File: config.mk
export PLATFORM = sky130hd
export DESIGN_NAME = gled_indicator_port
export DESIGN_NICKNAME = d
export VERILOG_FILES = /design/src/gled_pkg.sv /design/src/gled_act_timer.sv /design/src/gled_indicator_port.sv
export SDC_FILE = /design/constraint.sdc
export NUM_CORES = 1
export LEC_CHECK = 0
export BUFFER_PORTS_ARGS = -buffer_cell sky130_fd_sc_hd__buf_2
export CORE_ASPECT_RATIO = 1.25
export CORE_MARGIN = 10
export CORE_UTILIZATION = 30
export DETAILED_ROUTE_END_ITERATION = 16
export PLACE_DENSITY_LB_ADDON = 0.1
export SLEW_MARGIN = 0
export SYNTH_ARGS = -nofsm -noshare
export SYNTH_HDL_FRONTEND = slang
export SYNTH_SLANG_ARGS = --single-unit
export TNS_END_PERCENT = 100
File: constraint.sdc
create_clock -name sys_clk -period 3.5 [get_ports sys_clk]
set_input_delay 0.35 -clock sys_clk [delete_from_list [all_inputs] [get_ports sys_clk]]
set_output_delay 0.35 -clock sys_clk [all_outputs]
set_load 0.05 [all_outputs]
File: src/gled_pkg.sv
// Shared types, constants and reset values for the GPIO / LED indicator port
package gled_pkg;

   // ------------------------------------------------------------------
   // Geometry
   // ------------------------------------------------------------------
   localparam int unsigned PIN_CNT = 3;
   localparam int unsigned CNT_W   = 23;

   // ------------------------------------------------------------------
   // Lamp positions inside the indicator_pins vector
   // ------------------------------------------------------------------
   localparam int unsigned SPEED_POS  = 0;
   localparam int unsigned LINK_POS   = 1;
   localparam int unsigned DUPLEX_POS = 2;

   // ------------------------------------------------------------------
   // Activity lamp timing
   // ------------------------------------------------------------------
   localparam int unsigned LAMP_PULSE_MS  = 80;
   localparam int unsigned CLK_PERIOD_NS  = 10;
   localparam int unsigned NS_PER_MS      = 1_000_000;
   localparam int unsigned PULSE_CYC_DEF  =
      (LAMP_PULSE_MS * NS_PER_MS) / CLK_PERIOD_NS;

   typedef logic [CNT_W-1:0]   gled_cnt_t;
   typedef logic [PIN_CNT-1:0] gled_vec_t;

   // ------------------------------------------------------------------
   // Carriers
   // ------------------------------------------------------------------
   // Per-pin configuration
   typedef struct packed {
      logic led_sel;   // 1: pin is an indicator lamp
      logic dir_out;   // 1: general-purpose output
      logic open_drn;  // 1: open-drain output type
      logic dout;      // Output data
   } gled_pin_cfg_s;

   // Link state from the PHY side, same clock
   typedef struct packed {
      logic link_up;
      logic speed_10;
      logic autoneg_busy;
      logic full_duplex;
      logic activity;
   } gled_link_s;

   typedef enum logic [1:0] {
      ACT_IDLE,
      ACT_OFF,
      ACT_HOLD
   } gled_act_e;

   // Activity timer state
   typedef struct packed {
      gled_act_e state;
      gled_cnt_t cnt;
      logic      pending;
      logic      lamp_n;
   } gled_act_s;

   // Top-level state
   typedef struct packed {
      gled_vec_t sync1;
      gled_vec_t sync2;
      gled_vec_t pin_out;
      gled_vec_t pin_oe;
   } gled_top_s;

   // ------------------------------------------------------------------
   // Reset values
   // ------------------------------------------------------------------
   localparam gled_act_s ACT_RST = '{
      state:   ACT_IDLE,
      cnt:     '0,
      pending: 1'b0,
      lamp_n:  1'b1
   };

   localparam gled_top_s TOP_RST = '{
      sync1:   '0,
      sync2:   '0,
      pin_out: '0,
      pin_oe:  '0
   };

endpackage

File: src/gled_act_timer.sv
// Link and activity lamp timer: 80 ms off pulse, 80 ms minimum on
`timescale 1ns/100ps
module gled_act_timer #(
   parameter gled_pkg::gled_cnt_t PULSE_CYCLES =
      gled_pkg::gled_cnt_t'(gled_pkg::PULSE_CYC_DEF)
) (
   input  wire logic sys_clk,
   input  wire logic srst,
   input  wire logic link_up,
   input  wire logic activity,
   output logic      lamp_n
);
   import gled_pkg::*;

   localparam gled_cnt_t LAST = gled_cnt_t'(PULSE_CYCLES - 1'b1);

   gled_act_s st_r;
   gled_act_s st_nxt;

   // ------------------------------------------------------------------
   // Next state
   // ------------------------------------------------------------------
   always_comb begin
      st_nxt = st_r;
      st_nxt.cnt = gled_cnt_t'(st_r.cnt + 1'b1);
      // Activity seen during the on hold is remembered; a clear in the case below beats the set
      if (activity) begin
         st_nxt.pending = 1'b1;
      end
      unique case (st_r.state)
         ACT_IDLE: begin
            st_nxt.cnt     = '0;
            st_nxt.pending = 1'b0;
            if (link_up && activity) begin
               st_nxt.state = ACT_OFF;
            end
         end
         ACT_OFF: begin
            if (st_r.cnt == LAST) begin
               st_nxt.state   = ACT_HOLD;
               st_nxt.cnt     = '0;
               st_nxt.pending = activity;
            end
         end
         ACT_HOLD: begin
            if (st_r.cnt == LAST) begin
               st_nxt.cnt     = '0;
               st_nxt.pending = 1'b0;
               st_nxt.state   = (st_r.pending || activity) ?
                                ACT_OFF : ACT_IDLE;
            end
         end
         default: begin
            st_nxt.state = ACT_IDLE;                           // Unused code
         end
      endcase
      // Losing the link abandons any pulse in progress
      if (!link_up) begin
         st_nxt.state   = ACT_IDLE;
         st_nxt.cnt     = '0;
         st_nxt.pending = 1'b0;
      end
      // Lit with a link, dark during the off pulse
      st_nxt.lamp_n = !link_up || (st_nxt.state == ACT_OFF);
   end

   // State register, cleared by reset
   always_ff @(posedge sys_clk) begin
      if (srst) begin
         st_r <= ACT_RST;
      end else begin
         st_r <= st_nxt;
      end
   end

   assign lamp_n = st_r.lamp_n;

   // ------------------------------------------------------------------
   // Checks
   // ------------------------------------------------------------------
   AST_OFF_START: assert property (
      @(posedge sys_clk) disable iff (srst)
      (st_r.state == ACT_IDLE && link_up && activity) |=>
         (lamp_n && st_r.state == ACT_OFF && st_r.cnt == '0))
      else $error("Activity did not start an off pulse");

   AST_OFF_LENGTH: assert property (
      @(posedge sys_clk) disable iff (srst)
      (st_r.state == ACT_OFF && st_r.cnt != LAST && link_up) |=>
         (st_r.state == ACT_OFF && lamp_n &&
          st_r.cnt == gled_cnt_t'($past(st_r.cnt) + 1'b1)))
      else $error("Off pulse ended early");

   AST_HOLD_ENTRY: assert property (
      @(posedge sys_clk) disable iff (srst)
      (st_r.state == ACT_OFF && st_r.cnt == LAST && link_up) |=>
         (st_r.state == ACT_HOLD && !lamp_n && st_r.cnt == '0))
      else $error("Off pulse not followed by on hold");

   AST_HOLD_MIN: assert property (
      @(posedge sys_clk) disable iff (srst)
      (st_r.state == ACT_HOLD && st_r.cnt != LAST && link_up) |=>
         (!lamp_n && st_r.state == ACT_HOLD))
      else $error("On hold shorter than the minimum");

   AST_REPEAT: assert property (
      @(posedge sys_clk) disable iff (srst)
      (st_r.state == ACT_HOLD && st_r.cnt == LAST && link_up &&
       (st_r.pending || activity)) |=> (lamp_n && st_r.state == ACT_OFF))
      else $error("Pending activity did not repeat the pulse");

   AST_CNT_RESET: assert property (
      @(posedge sys_clk)
      srst |=> (st_r.cnt == '0 && st_r.state == ACT_IDLE && lamp_n))
      else $error("Reset did not clear the lamp timer");

   COV_PULSE: cover property (
      @(posedge sys_clk) disable iff (srst)
      st_r.state == ACT_OFF ##1 st_r.state == ACT_HOLD);

   COV_REPEAT: cover property (
      @(posedge sys_clk) disable iff (srst)
      st_r.state == ACT_HOLD ##1 st_r.state == ACT_OFF);

endmodule // gled_act_timer

File: src/gled_indicator_port.sv
// Three-pin GPIO port with open-drain status lamp functions
`timescale 1ns/100ps

// Overview of operation
// - Each of the three pins works on its own as push-pull output, open-drain output or input.
// - Per-pin configuration inputs pick each pin's direction and output type.
// - Each pin can be switched over from its general-purpose function to a lamp.
// - A lamp pin only pulls low or releases, it never drives high.
// - The speed lamp is pulled low at 100 Mb/s, during auto-negotiation and with no cable.
// - The speed lamp is released high only while the link runs at 10 Mb/s.
// - The link and activity lamp is pulled low while a valid link is present, except during an off pulse.
// - Traffic in either direction turns the link and activity lamp off for 80 ms.
// - After each off pulse the lamp stays lit at least 80 ms before another pulse may start.
// - The duplex lamp is pulled low while the link runs full duplex.
module gled_indicator_port #(
   parameter gled_pkg::gled_cnt_t PULSE_CYCLES =
      gled_pkg::gled_cnt_t'(gled_pkg::PULSE_CYC_DEF)
) (
   input  wire logic                    sys_clk,
   input  wire logic                    srst,
   input  gled_pkg::gled_pin_cfg_s [2:0] pin_cfg,
   input  gled_pkg::gled_link_s         link_stat,
   input  wire gled_pkg::gled_vec_t     indicator_pins_in,
   output gled_pkg::gled_vec_t          indicator_pins_out,
   output gled_pkg::gled_vec_t          indicator_pins_oe,
   output gled_pkg::gled_vec_t          gpio_din
);
   import gled_pkg::*;

   gled_top_s st_r;
   gled_top_s st_nxt;
   logic      link_act_lamp_n;
   gled_vec_t lamp_n;
   logic      speed_lamp_n;
   logic      full_duplex_lamp_n;

   // ------------------------------------------------------------------
   // Usage notes
   // ------------------------------------------------------------------
   // Lamp positions: pin 0 speed, pin 1 link and activity, pin 2
   // duplex; a pin shows its lamp only while its lamp select is set.
   // Configuration and link state come from logic on sys_clk and are
   // used as they stand; only the pad levels cross into this domain.
   // Pad levels reach gpio_din two clocks late, so a pulse shorter
   // than a clock on a pad may be missed altogether.
   // Every pad output and enable leaves a flop: a mode change shows
   // one clock later, and the link lamp one more through its timer.
   // Lamps sit between the pull-up and the pad, so pulling low
   // lights them and releasing darkens them; nothing drives high.
   // Without a link the link and duplex lamps are dark and the speed
   // lamp is lit, so an unplugged board shows a single lamp.
   // The output data of a lamp pin is ignored until the pin returns
   // to its general-purpose function.
   // Activity may be a level or a pulse; during the lit hold it is
   // remembered and starts the next off pulse when the hold ends.
   // Losing the link abandons a pulse at once and clears the timer.

   // ------------------------------------------------------------------
   // Activity lamp timer
   // ------------------------------------------------------------------
   // The timer's own flop makes the link lamp lag the others a clock
   gled_act_timer #(
      .PULSE_CYCLES (PULSE_CYCLES)
   ) u_act_timer (
      .sys_clk  (sys_clk),
      .srst     (srst),
      .link_up  (link_stat.link_up),
      .activity (link_stat.activity),
      .lamp_n   (link_act_lamp_n)
   );

   // ------------------------------------------------------------------
   // Lamp levels
   // ------------------------------------------------------------------
   // Dark (high) only at 10 Mb/s on a settled link
   assign speed_lamp_n = link_stat.link_up && link_stat.speed_10 &&
                         !link_stat.autoneg_busy;
   // Duplex lamp lit only on a full-duplex link
   assign full_duplex_lamp_n = !(link_stat.link_up &&
                                 link_stat.full_duplex);
   // Gather the lamps by pin position
   assign lamp_n[SPEED_POS]  = speed_lamp_n;
   assign lamp_n[LINK_POS]   = link_act_lamp_n;
   assign lamp_n[DUPLEX_POS] = full_duplex_lamp_n;

   // ------------------------------------------------------------------
   // Pin drivers and input synchroniser
   // ------------------------------------------------------------------
   always_comb begin
      st_nxt = st_r;
      // Two stages before anything looks at the pin level
      st_nxt.sync1 = indicator_pins_in;
      st_nxt.sync2 = st_r.sync1;
      // Lamp select wins over the general-purpose mode
      for (int i = 0; i < PIN_CNT; i++) begin
         if (pin_cfg[i].led_sel) begin
            // Lamp: pull low to light, release to darken
            st_nxt.pin_out[i] = 1'b0;
            st_nxt.pin_oe[i]  = !lamp_n[i];
         end else if (!pin_cfg[i].dir_out) begin
            // Input: released, level read through the synchroniser
            st_nxt.pin_out[i] = 1'b0;
            st_nxt.pin_oe[i]  = 1'b0;
         end else if (pin_cfg[i].open_drn) begin
            // Open-drain: pull low for a zero, release for a one
            st_nxt.pin_out[i] = 1'b0;
            st_nxt.pin_oe[i]  = !pin_cfg[i].dout;
         end else begin
            // Push-pull: drive the data both ways
            st_nxt.pin_out[i] = pin_cfg[i].dout;
            st_nxt.pin_oe[i]  = 1'b1;
         end
      end
   end

   // State register
   always_ff @(posedge sys_clk) begin
      if (srst) begin
         st_r <= TOP_RST;
      end else begin
         st_r <= st_nxt;
      end
   end

   // Pad drive and sampled levels straight from the state flops
   assign indicator_pins_out = st_r.pin_out;
   assign indicator_pins_oe  = st_r.pin_oe;
   assign gpio_din           = st_r.sync2;

   // ------------------------------------------------------------------
   // Per-pin mode checks
   // ------------------------------------------------------------------
   for (genvar g = 0; g < PIN_CNT; g++) begin : g_chk
      // Push-pull pin drives its data both ways
      AST_PUSH_PULL: assert property (
         @(posedge sys_clk) disable iff (srst)
         (!pin_cfg[g].led_sel && pin_cfg[g].dir_out &&
          !pin_cfg[g].open_drn) |=>
            (indicator_pins_oe[g] &&
             indicator_pins_out[g] == $past(pin_cfg[g].dout)))
         else $error("Push-pull pin not driving its data");


      // Open-drain pin only pulls low, for a zero
      AST_OPEN_DRAIN: assert property (
         @(posedge sys_clk) disable iff (srst)
         (!pin_cfg[g].led_sel && pin_cfg[g].dir_out &&
          pin_cfg[g].open_drn) |=>
            (!indicator_pins_out[g] &&
             indicator_pins_oe[g] == !$past(pin_cfg[g].dout)))
         else $error("Open-drain pin driving wrongly");


      // Input pin is never driven
      AST_INPUT_RELEASE: assert property (
         @(posedge sys_clk) disable iff (srst)
         (!pin_cfg[g].led_sel && !pin_cfg[g].dir_out) |=>
            !indicator_pins_oe[g])
         else $error("Input pin is being driven");


      // Lamp pin never drives high
      AST_LAMP_NO_HIGH: assert property (
         @(posedge sys_clk) disable iff (srst)
         pin_cfg[g].led_sel |=>
            !(indicator_pins_oe[g] && indicator_pins_out[g]))
         else $error("Lamp pin driven high");


      // Lamp pin enable follows the lamp a clock later
      AST_LAMP_FOLLOWS: assert property (
         @(posedge sys_clk) disable iff (srst)
         pin_cfg[g].led_sel |=> (indicator_pins_oe[g] == !$past(lamp_n[g])))
         else $error("Lamp pin not following its lamp");

      // A lit lamp pulls its pin low
      AST_LAMP_LIT: assert property (
         @(posedge sys_clk) disable iff (srst)
         (pin_cfg[g].led_sel && !lamp_n[g]) |=>
            (indicator_pins_oe[g] && !indicator_pins_out[g]))
         else $error("Lit lamp not pulling its pin low");

      // Input pin leaves its output value at zero
      AST_INPUT_OUT_ZERO: assert property (
         @(posedge sys_clk) disable iff (srst)
         (!pin_cfg[g].led_sel && !pin_cfg[g].dir_out) |=>
            !indicator_pins_out[g])
         else $error("Input pin output value not zero");

      // Lamp pin output value is always zero
      AST_LAMP_OUT_ZERO: assert property (
         @(posedge sys_clk) disable iff (srst)
         pin_cfg[g].led_sel |=> !indicator_pins_out[g])
         else $error("Lamp pin output value not zero");
   end

   // ------------------------------------------------------------------
   // Lamp function checks
   // ------------------------------------------------------------------
   // Speed lamp lit unless the link runs settled at 10 Mb/s
   AST_SPEED_LOW: assert property (
      @(posedge sys_clk) disable iff (srst)
      (pin_cfg[SPEED_POS].led_sel &&
       (!link_stat.link_up || !link_stat.speed_10 ||
        link_stat.autoneg_busy)) |=>
         (indicator_pins_oe[SPEED_POS] && !indicator_pins_out[SPEED_POS]))
      else $error("Speed lamp not pulled low");

   // Speed lamp released on a settled 10 Mb/s link
   AST_SPEED_HIGH: assert property (
      @(posedge sys_clk) disable iff (srst)
      (pin_cfg[SPEED_POS].led_sel && link_stat.link_up &&
       link_stat.speed_10 && !link_stat.autoneg_busy) |=>
         !indicator_pins_oe[SPEED_POS])
      else $error("Speed lamp not released at 10 Mb/s");

   // Link lamp lit while the timer holds it lit
   AST_LINK_LIT: assert property (
      @(posedge sys_clk) disable iff (srst)
      (pin_cfg[LINK_POS].led_sel && link_stat.link_up &&
       !link_stat.activity && !link_act_lamp_n) |=>
         indicator_pins_oe[LINK_POS])
      else $error("Link lamp dark with a valid link");

   // Timer off pulse reaches the pin a clock later
   AST_ACT_PULSE: assert property (
      @(posedge sys_clk) disable iff (srst)
      (pin_cfg[LINK_POS].led_sel && $rose(link_act_lamp_n) &&
       link_stat.link_up) |=> !indicator_pins_oe[LINK_POS])
      else $error("Activity pulse not seen at the pin");

   // Duplex lamp lit on a full-duplex link
   AST_DUPLEX: assert property (
      @(posedge sys_clk) disable iff (srst)
      (pin_cfg[DUPLEX_POS].led_sel && link_stat.link_up &&
       link_stat.full_duplex) |=>
         (indicator_pins_oe[DUPLEX_POS] &&
          !indicator_pins_out[DUPLEX_POS]))
      else $error("Duplex lamp not lit in full duplex");

   // Speed lamp lit while auto-negotiation runs, whatever the speed
   AST_SPEED_NEG: assert property (
      @(posedge sys_clk) disable iff (srst)
      (pin_cfg[SPEED_POS].led_sel && link_stat.autoneg_busy) |=>
         (indicator_pins_oe[SPEED_POS] && !indicator_pins_out[SPEED_POS]))
      else $error("Speed lamp dark during auto-negotiation");

   // Speed lamp lit with no cable or link
   AST_SPEED_NOLINK: assert property (
      @(posedge sys_clk) disable iff (srst)
      (pin_cfg[SPEED_POS].led_sel && !link_stat.link_up) |=>
         (indicator_pins_oe[SPEED_POS] && !indicator_pins_out[SPEED_POS]))
      else $error("Speed lamp dark with no link");

   // Speed lamp lit on a 100 Mb/s link
   AST_SPEED_100: assert property (
      @(posedge sys_clk) disable iff (srst)
      (pin_cfg[SPEED_POS].led_sel && link_stat.link_up &&
       !link_stat.speed_10) |=>
         (indicator_pins_oe[SPEED_POS] && !indicator_pins_out[SPEED_POS]))
      else $error("Speed lamp dark at 100 Mb/s");

   // Link lamp dark two clocks after the link is gone
   AST_LINK_DARK: assert property (
      @(posedge sys_clk) disable iff (srst)
      (pin_cfg[LINK_POS].led_sel && !link_stat.link_up) ##1
         pin_cfg[LINK_POS].led_sel |=> !indicator_pins_oe[LINK_POS])
      else $error("Link lamp lit with no link");

   // Duplex lamp dark unless the link runs full duplex
   AST_DUPLEX_DARK: assert property (
      @(posedge sys_clk) disable iff (srst)
      (pin_cfg[DUPLEX_POS].led_sel &&
       !(link_stat.link_up && link_stat.full_duplex)) |=>
         !indicator_pins_oe[DUPLEX_POS])
      else $error("Duplex lamp lit without full duplex");

   // ------------------------------------------------------------------
   // Reset and input checks
   // ------------------------------------------------------------------
   // Reset releases every pin and clears the sampled levels
   AST_RESET_QUIET: assert property (
      @(posedge sys_clk)
      srst |=> (indicator_pins_oe == '0 && indicator_pins_out == '0 &&
                gpio_din == '0))
      else $error("Pins not released by reset");

   // Pad level shows at gpio_din two clocks after it is sampled
   AST_DIN_SYNC: assert property (
      @(posedge sys_clk) disable iff (srst)
      1'b1 |-> ##2 (gpio_din == $past(indicator_pins_in, 2)))
      else $error("Input level not passed through the synchroniser");

   // ------------------------------------------------------------------
   // Coverage of the main scenarios
   // ------------------------------------------------------------------
   // Link lamp flashes for activity
   COV_LINK_FLASH: cover property (
      @(posedge sys_clk) disable iff (srst)
      pin_cfg[LINK_POS].led_sel && !link_act_lamp_n ##1 link_act_lamp_n);

   // Speed lamp released at 10 Mb/s
   COV_SPEED_10: cover property (
      @(posedge sys_clk) disable iff (srst)
      pin_cfg[SPEED_POS].led_sel && !indicator_pins_oe[SPEED_POS] &&
      link_stat.link_up);

   // Pin 0 used as an open-drain output
   COV_OPEN_DRAIN: cover property (
      @(posedge sys_clk) disable iff (srst)
      !pin_cfg[0].led_sel && pin_cfg[0].dir_out && pin_cfg[0].open_drn);

endmodule // gled_indicator_port

==> impl_metrics.ini, run 1 <==
[power_and_ir_drop]
ir_drop_mv = 0.200
p_leak_nw = 0.707
powerDensity_nw_per_um2 = 480

[setup_path]
startpoint_type = register
timing.rr.end = u_act_timer.st_r[8]$_SDFF_PP0_
rr_startpoint = u_act_timer.st_r[11]$_SDFF_PP0_
crit_start = u_act_timer.st_r[11]$_SDFF_PP0_
cp-endpoint = u_act_timer.st_r[8]$_SDFF_PP0_
critical_path_class = reg -> reg
cp-end-kind = register
arrival_ns = 2.51
r2r_slack_ns = 1.17
critPathRequiredTime_ns = 3.68
crit_fanout = 23
worstRegToRegCells = 5

[route]
wl_um = 3840
drt-wirelength-per-cell_um = 13.8
vias = 1434
via_per_inst = 5.14
drtPass1Iterations = 7
drt-initial-drc-count = 90
drc_errors = 0
antenna_left = 0

[sta]
timing.fmax_mhz = 429
drv_slew = 0
report.final.setup_viol = 0
finClkSkew_ns = 0.00433
relSlewSlack = 0.742
hold_viol_final = 0
post-route-min-period_ns = 2.33
min_period_over_period = 0.666
worst-slew-pin-transition_ns = 0.385
rsz0062_at_grt = no
final.setup.tns_ns = 0
holdWs_ns = 0.261

[logic_synthesis]
syn_inst = 184
synthDistinctLibCells = 34
yosysSeqAreaShare = 0.476
ys.warnings.count = 0
synth_seq_cells = 39
syn_area_um2 = 1640
syn_area_per_cell_um2 = 8.92
syn_nets = 207

[clock_tree]
post_cts_buffers = 0
hold_buffers = 0
clk_pin_slew_worst_paths_ns = 0.08
cts_buffers = 5
cts_sinks = 39
clk_path_buf_depth = 2
cts_max_level = 2
root_buffer = clkbuf_8
clock_latency_ns = 0.29
cts_tree = yes
ctsResizeCount = 0

[floorplanning]
dieHeight_um = 103
start_util = 0.306
coreArea_um2 = 5370
die_area_um2 = 8850
die_w_um = 86.2
num_rows = 30
ioPinCount = 31

[grt]
antenna_found_initial = 0
overflow = 0
first_global_vias = 1473
grt_max_degree = 24
grt_usage = 0.0894
grt_pass1_wl_um = 6440

[layout]
n_antenna_cell = 0
nets = 237
design_area_um2 = 1970
area_delta_synth_final_pct = 19.9
final_layout_size_suffix_gt1_frac = 0.195
utilization = 0.367

[flow_run]
max_cap_viol_count = 0

[placement]
io_buffers = 30
gp_congestion = 0.779
placed_cell_area_um2 = 1840
hpwl_um = 2860

[hold_path]
holdCritPathClass = in -> reg

[status]
status = complete, no violations
## logic make-up (layout without fill, tap and decap cells)
kind of cell             count (synthesis)  count (layout)  share of synthesized area
AO/OA/AOI/OAI                           32              32                      0.120
XOR/XNOR                                10              10                     0.0534
adder cells (fa/ha/maj)                  1               1                    0.00762
flip-flops                              39              39                      0.476
AND/OR/NAND/NOR                         88              88                      0.299
multiplexers                             1               1                    0.00686
buffers and inverters                   13              44                     0.0381
## worst max-delay path: stages (launching register included)
cell	delay, ns
dfxtp_1	0.35
or4_1	0.52
or4_1	0.67
o31ai_4	0.29
buf_4	0.30
nor2_1	0.09
## Yosys cell counts, drive strengths merged
library cell	count	area, um2
a21oi	15	75.1
and2	3	20.0
and3	4	25.0
and4	3	26.3
and4b	1	10.0
buf	6	36.3
clkbuf	2	7.51
dfxtp	39	781
ha	1	12.5
inv	5	18.8
mux2	1	11.3
nand2	10	37.5
nand3	9	45.0
nand3b	1	7.51
nand4	7	43.8
nand4b	1	8.76
nor2	20	75.1
nor2b	7	43.8
nor3	3	15.0
nor4	1	6.26
o21ai	9	45.0
o311ai	1	8.76
o31a	1	8.76
o31ai	6	58.8
or2	1	6.26
or2b	1	7.51
or3	8	50.1
or4	7	52.6
or4b	1	10.0
xnor2	4	35.0
xor2	6	52.6
## worst min path at each step
stage               cells after the start  slack (ns)                           start                        endpoint
floorplan                               1        0.41  u_act_timer.st_r[2]$_SDFF_PP0_  u_act_timer.st_r[2]$_SDFF_PP0_
global placement                        1        0.42            st_nxt[8]$_SDFF_PP0_          gpio_din[2]$_SDFF_PP0_
detailed placement                      1        0.43            st_nxt[6]$_SDFF_PP0_          gpio_din[0]$_SDFF_PP0_
CTS                                     2        0.26            indicator_pins_in[2]            st_nxt[8]$_SDFF_PP0_
global route                            2        0.27            indicator_pins_in[2]            st_nxt[8]$_SDFF_PP0_
finish                                  2        0.26            indicator_pins_in[2]            st_nxt[8]$_SDFF_PP0_
## through the flow
step | setup slack [ns] | power (mW) | std cells
finish | 1.17 | 0.944 | 279
global route | 1.07 | 0.978 | 279
CTS | 1.15 | 0.956 | 279
detailed placement | 1.18 | 0.513 | 271
global placement | 1.24 | 0.512 | 271
floorplan | 1.34 | 0.492 | 184
## final cells by class
class | instances | area [um2]
fillers | 549 | 3400
inverters | 5 | 18.8
clock inverters | 2 | 60.1
multi-input cells | 132 | 798
flip-flops and latches | 39 | 781
clock buffers | 6 | 72.6
repair buffers | 31 | 158
well taps | 64 | 80.1
## per-layer routing
| layer | GRT usage | part of all wire | up-vias |
|---|---|---|---|
| met4 | 0.0381 | 0.017 | 0 |
| met1 | 0.0840 | 0.40 | 679 |
| met3 | 0.0379 | 0.083 | 6 |
| met2 | 0.165 | 0.50 | 36 |
| li1 | - | - | 713 |
| met5 | 0 | 0 | - |
## cells in the final DEF (no fill, tap or decap)
cell       Yosys  final
o311ai_1       1      1
or2_2          1      1
o31ai_4        1      1
bufinv_16      0      2
nor2_1        20     20
or2b_1         1      1
buf_4          0      1
dfxtp_1       39     39
or3_1          8      8
ha_1           1      1
inv_1          5      5
nand3b_1       1      1
nand4b_1       1      1
o21ai_0        9      9
nand3_1        9      9
nand4_1        7      7
a21oi_1       15     15
buf_2          5     30
clkbuf_8       0      5
and2_2         1      1
and4_1         3      3
clkbuf_1       2      1
xnor2_1        4      4
and2_1         2      2
nor2b_1        7      7
o31ai_1        5      5
o31a_1         1      1
nand2_1       10     10
nor4_1         1      1
and4b_1        1      1
or4b_1         1      1
xor2_1         6      6
and3_1         4      4
mux2_2         1      1
or4_1          7      7
nor3_1         3      3
## state kept, by name, summed over array words and instances, names as in the netlist
register	cells
gpio_din	3
indicator_pins_oe	3
indicator_pins_out	3
st_nxt	3
u_act_timer.lamp_n	1
u_act_timer.st_r	26
## power breakdown
| part | switching [mW] | internal (mW) |
|---|---|---|
| sequential | 0.00231 | 0.450 |
| combinational | 0.0307 | 0.0186 |
| clock | 0.157 | 0.285 |
Note: power is estimated with default switching activity, not from simulation.
==> inputs of run 2 (changes only) <==
==> constraint.sdc (replaced) <==
create_clock -name sys_clk -period 2.4 [get_ports sys_clk]
set_input_delay 0.24 -clock sys_clk [delete_from_list [all_inputs] [get_ports sys_clk]]
set_output_delay 0.24 -clock sys_clk [all_outputs]
set_load 0.05 [all_outputs]
==> run 2 against run 1 <==
Critical path depth down 1. Total power up 36%. Sequential share of layout area up 0.15 points. Critical endpoint is now u_act_timer.st_r[26]$_SDFF_PP0_. Via count unchanged. Cell area down 0.38%. Die area unchanged. Clock-buffer cell count down 1. Highest routed layer unchanged. Clock power up 24%. Fmax up 1.1%. Cell count unchanged. Flip-flop and latch count unchanged.
==> impl_metrics.ini, run 2 (synthesis results as in run 1) <==
[status]
status = complete, no violations

[setup_path]
path_buf_inv = 0
critical_path_class = reg -> reg
worstRegToRegCells = 4
slowest_stage = or4_1
cp-end-kind = register
critPathRequiredTime_ns = 2.63
path_common_cell = or4_1
worstPathCellList = or4_1, or4_1, or4_1, a21oi_1
cp_top_family = simple AND/OR/NAND/NOR gates
arrival_ns = 2.53
crit_fanout = 7
cp.depth = 4
startpoint_type = register
slowest_delay_ns = 0.66

[placement]
gp_congestion = 0.836
dp_slack_ns = 0.129
io_buffers = 30
dp_cells = 271
placed_cell_area_um2 = 1850
hpwl_um = 2800

[clock_tree]
cts_buffers = 5
clock_latency_ns = 0.29
cts_sinks = 39
cts_max_level = 2
hold_buffers = 0
cts_tree = yes
clk_pin_slew_worst_paths_ns = 0.08
clk_path_buf_depth = 2
ctsResizeCount = 0
root_buffer = clkbuf_8
post_cts_buffers = 0

[floorplanning]
ioPinCount = 31
die_area_um2 = 8850
coreArea_um2 = 5370
die_w_um = 86.2
num_rows = 30
start_util = 0.306
dieHeight_um = 103

[hold_path]
holdCritPathClass = in -> reg
hold_depth = 2

[flow_run]
max_cap_viol_count = 0

[layout]
mostFrequentLayoutCells = 39 x dfxtp_1, 30 x buf_2, 20 x nor2_1, 15 x a21oi_1, 10 x nand2_1
regMostFlops = u_act_timer.st_r
nets = 237
mostFrequentLayoutCell = dfxtp_1
n_fill_cell = 561
multi_input_area_um2 = 798
final_layout_size_suffix_gt1_frac = 0.200
design_area_um2 = 1960
area_delta_synth_final_pct = 19.4
fin_cells = 279
seq_area_um2 = 781
largest_register_ffs = 26
n_antenna_cell = 0

[route]
wl_um = 3740
via_per_inst = 5.14
drc_errors = 0
antenna_left = 0
vias = 1434
drt-wirelength-per-cell_um = 13.4
drtPass1Iterations = 4
drt-initial-drc-count = 91

[sta]
setup_slack_ns = 0.0933
rsz0062_at_grt = no
worst-slew-pin-transition_ns = 0.375
drv_slew = 0
hold_viol_final = 0
report.final.setup_viol = 0
finClkSkew_ns = 0.00676
min_period_over_period = 0.961
final.setup.tns_ns = 0
relSlewSlack = 0.749
timing.fmax_mhz = 434
post-route-min-period_ns = 2.31

[grt]
grt_usage = 0.0893
grt_max_degree = 24
first_global_vias = 1455
grt_pass1_wl_um = 6510
overflow = 0
antenna_found_initial = 0

[power_and_ir_drop]
p_leak_nw = 0.706
powerDensity_nw_per_um2 = 654
ir_drop_mv = 0.262
finalPower_mw = 1.28
==> run 2: changes by cell type in the layout (fill, tap and decap cells not counted) <==
cell,delta
clkbuf_1,-1
bufinv_16,-1
clkinv_4,+1
clkinv_2,+1
buf_12,+1
buf_4,-1
==> run 2: final cells by class <==
cell class,instances,share of cell area
Tap cell,64,0.0408
Clock buffer,5,0.0351
Multi-Input combinational cell,132,0.407
Timing Repair Buffer,31,0.0868
Sequential cell,39,0.398
Inverter,5,0.00957
Clock inverter,3,0.0223
==> run 2: routing by layer <==
layer / GRT usage / part of all wire
met1: 0.0902 / 0.40
met2: 0.155 / 0.49
met3: 0.0419 / 0.093
met4: 0.0355 / 0.015
met5: 0 / 0
==> run 2: per-stage QoR <==
stage	util	hold slack, ns
floorplan	-	0.318
global placement	0.344	0.416
detailed placement	0.344	0.434
CTS	0.365	0.142
global route	0.365	0.151
finish	0.365	0.151
==> run 2: where the power goes <==
| group | internal [mW] | leakage [nW] | switching, mW |
|---|---|---|---|
| combinational | 0.0280 | 0.332 | 0.0453 |
| clock | 0.309 | 0.0581 | 0.239 |
| sequential | 0.657 | 0.317 | 0.00340 |
==> run 2: worst paths after layout <==
check	startpoint	endpoint	slack [ns]
hold reg to reg	st_nxt[7]$_SDFF_PP0_	gpio_din[1]$_SDFF_PP0_	0.45
setup / recovery	u_act_timer.st_r[11]$_SDFF_PP0_	u_act_timer.st_r[26]$_SDFF_PP0_	0.09
hold / removal	indicator_pins_in[2]	st_nxt[8]$_SDFF_PP0_	0.15
setup reg to reg	u_act_timer.st_r[11]$_SDFF_PP0_	u_act_timer.st_r[26]$_SDFF_PP0_	0.09
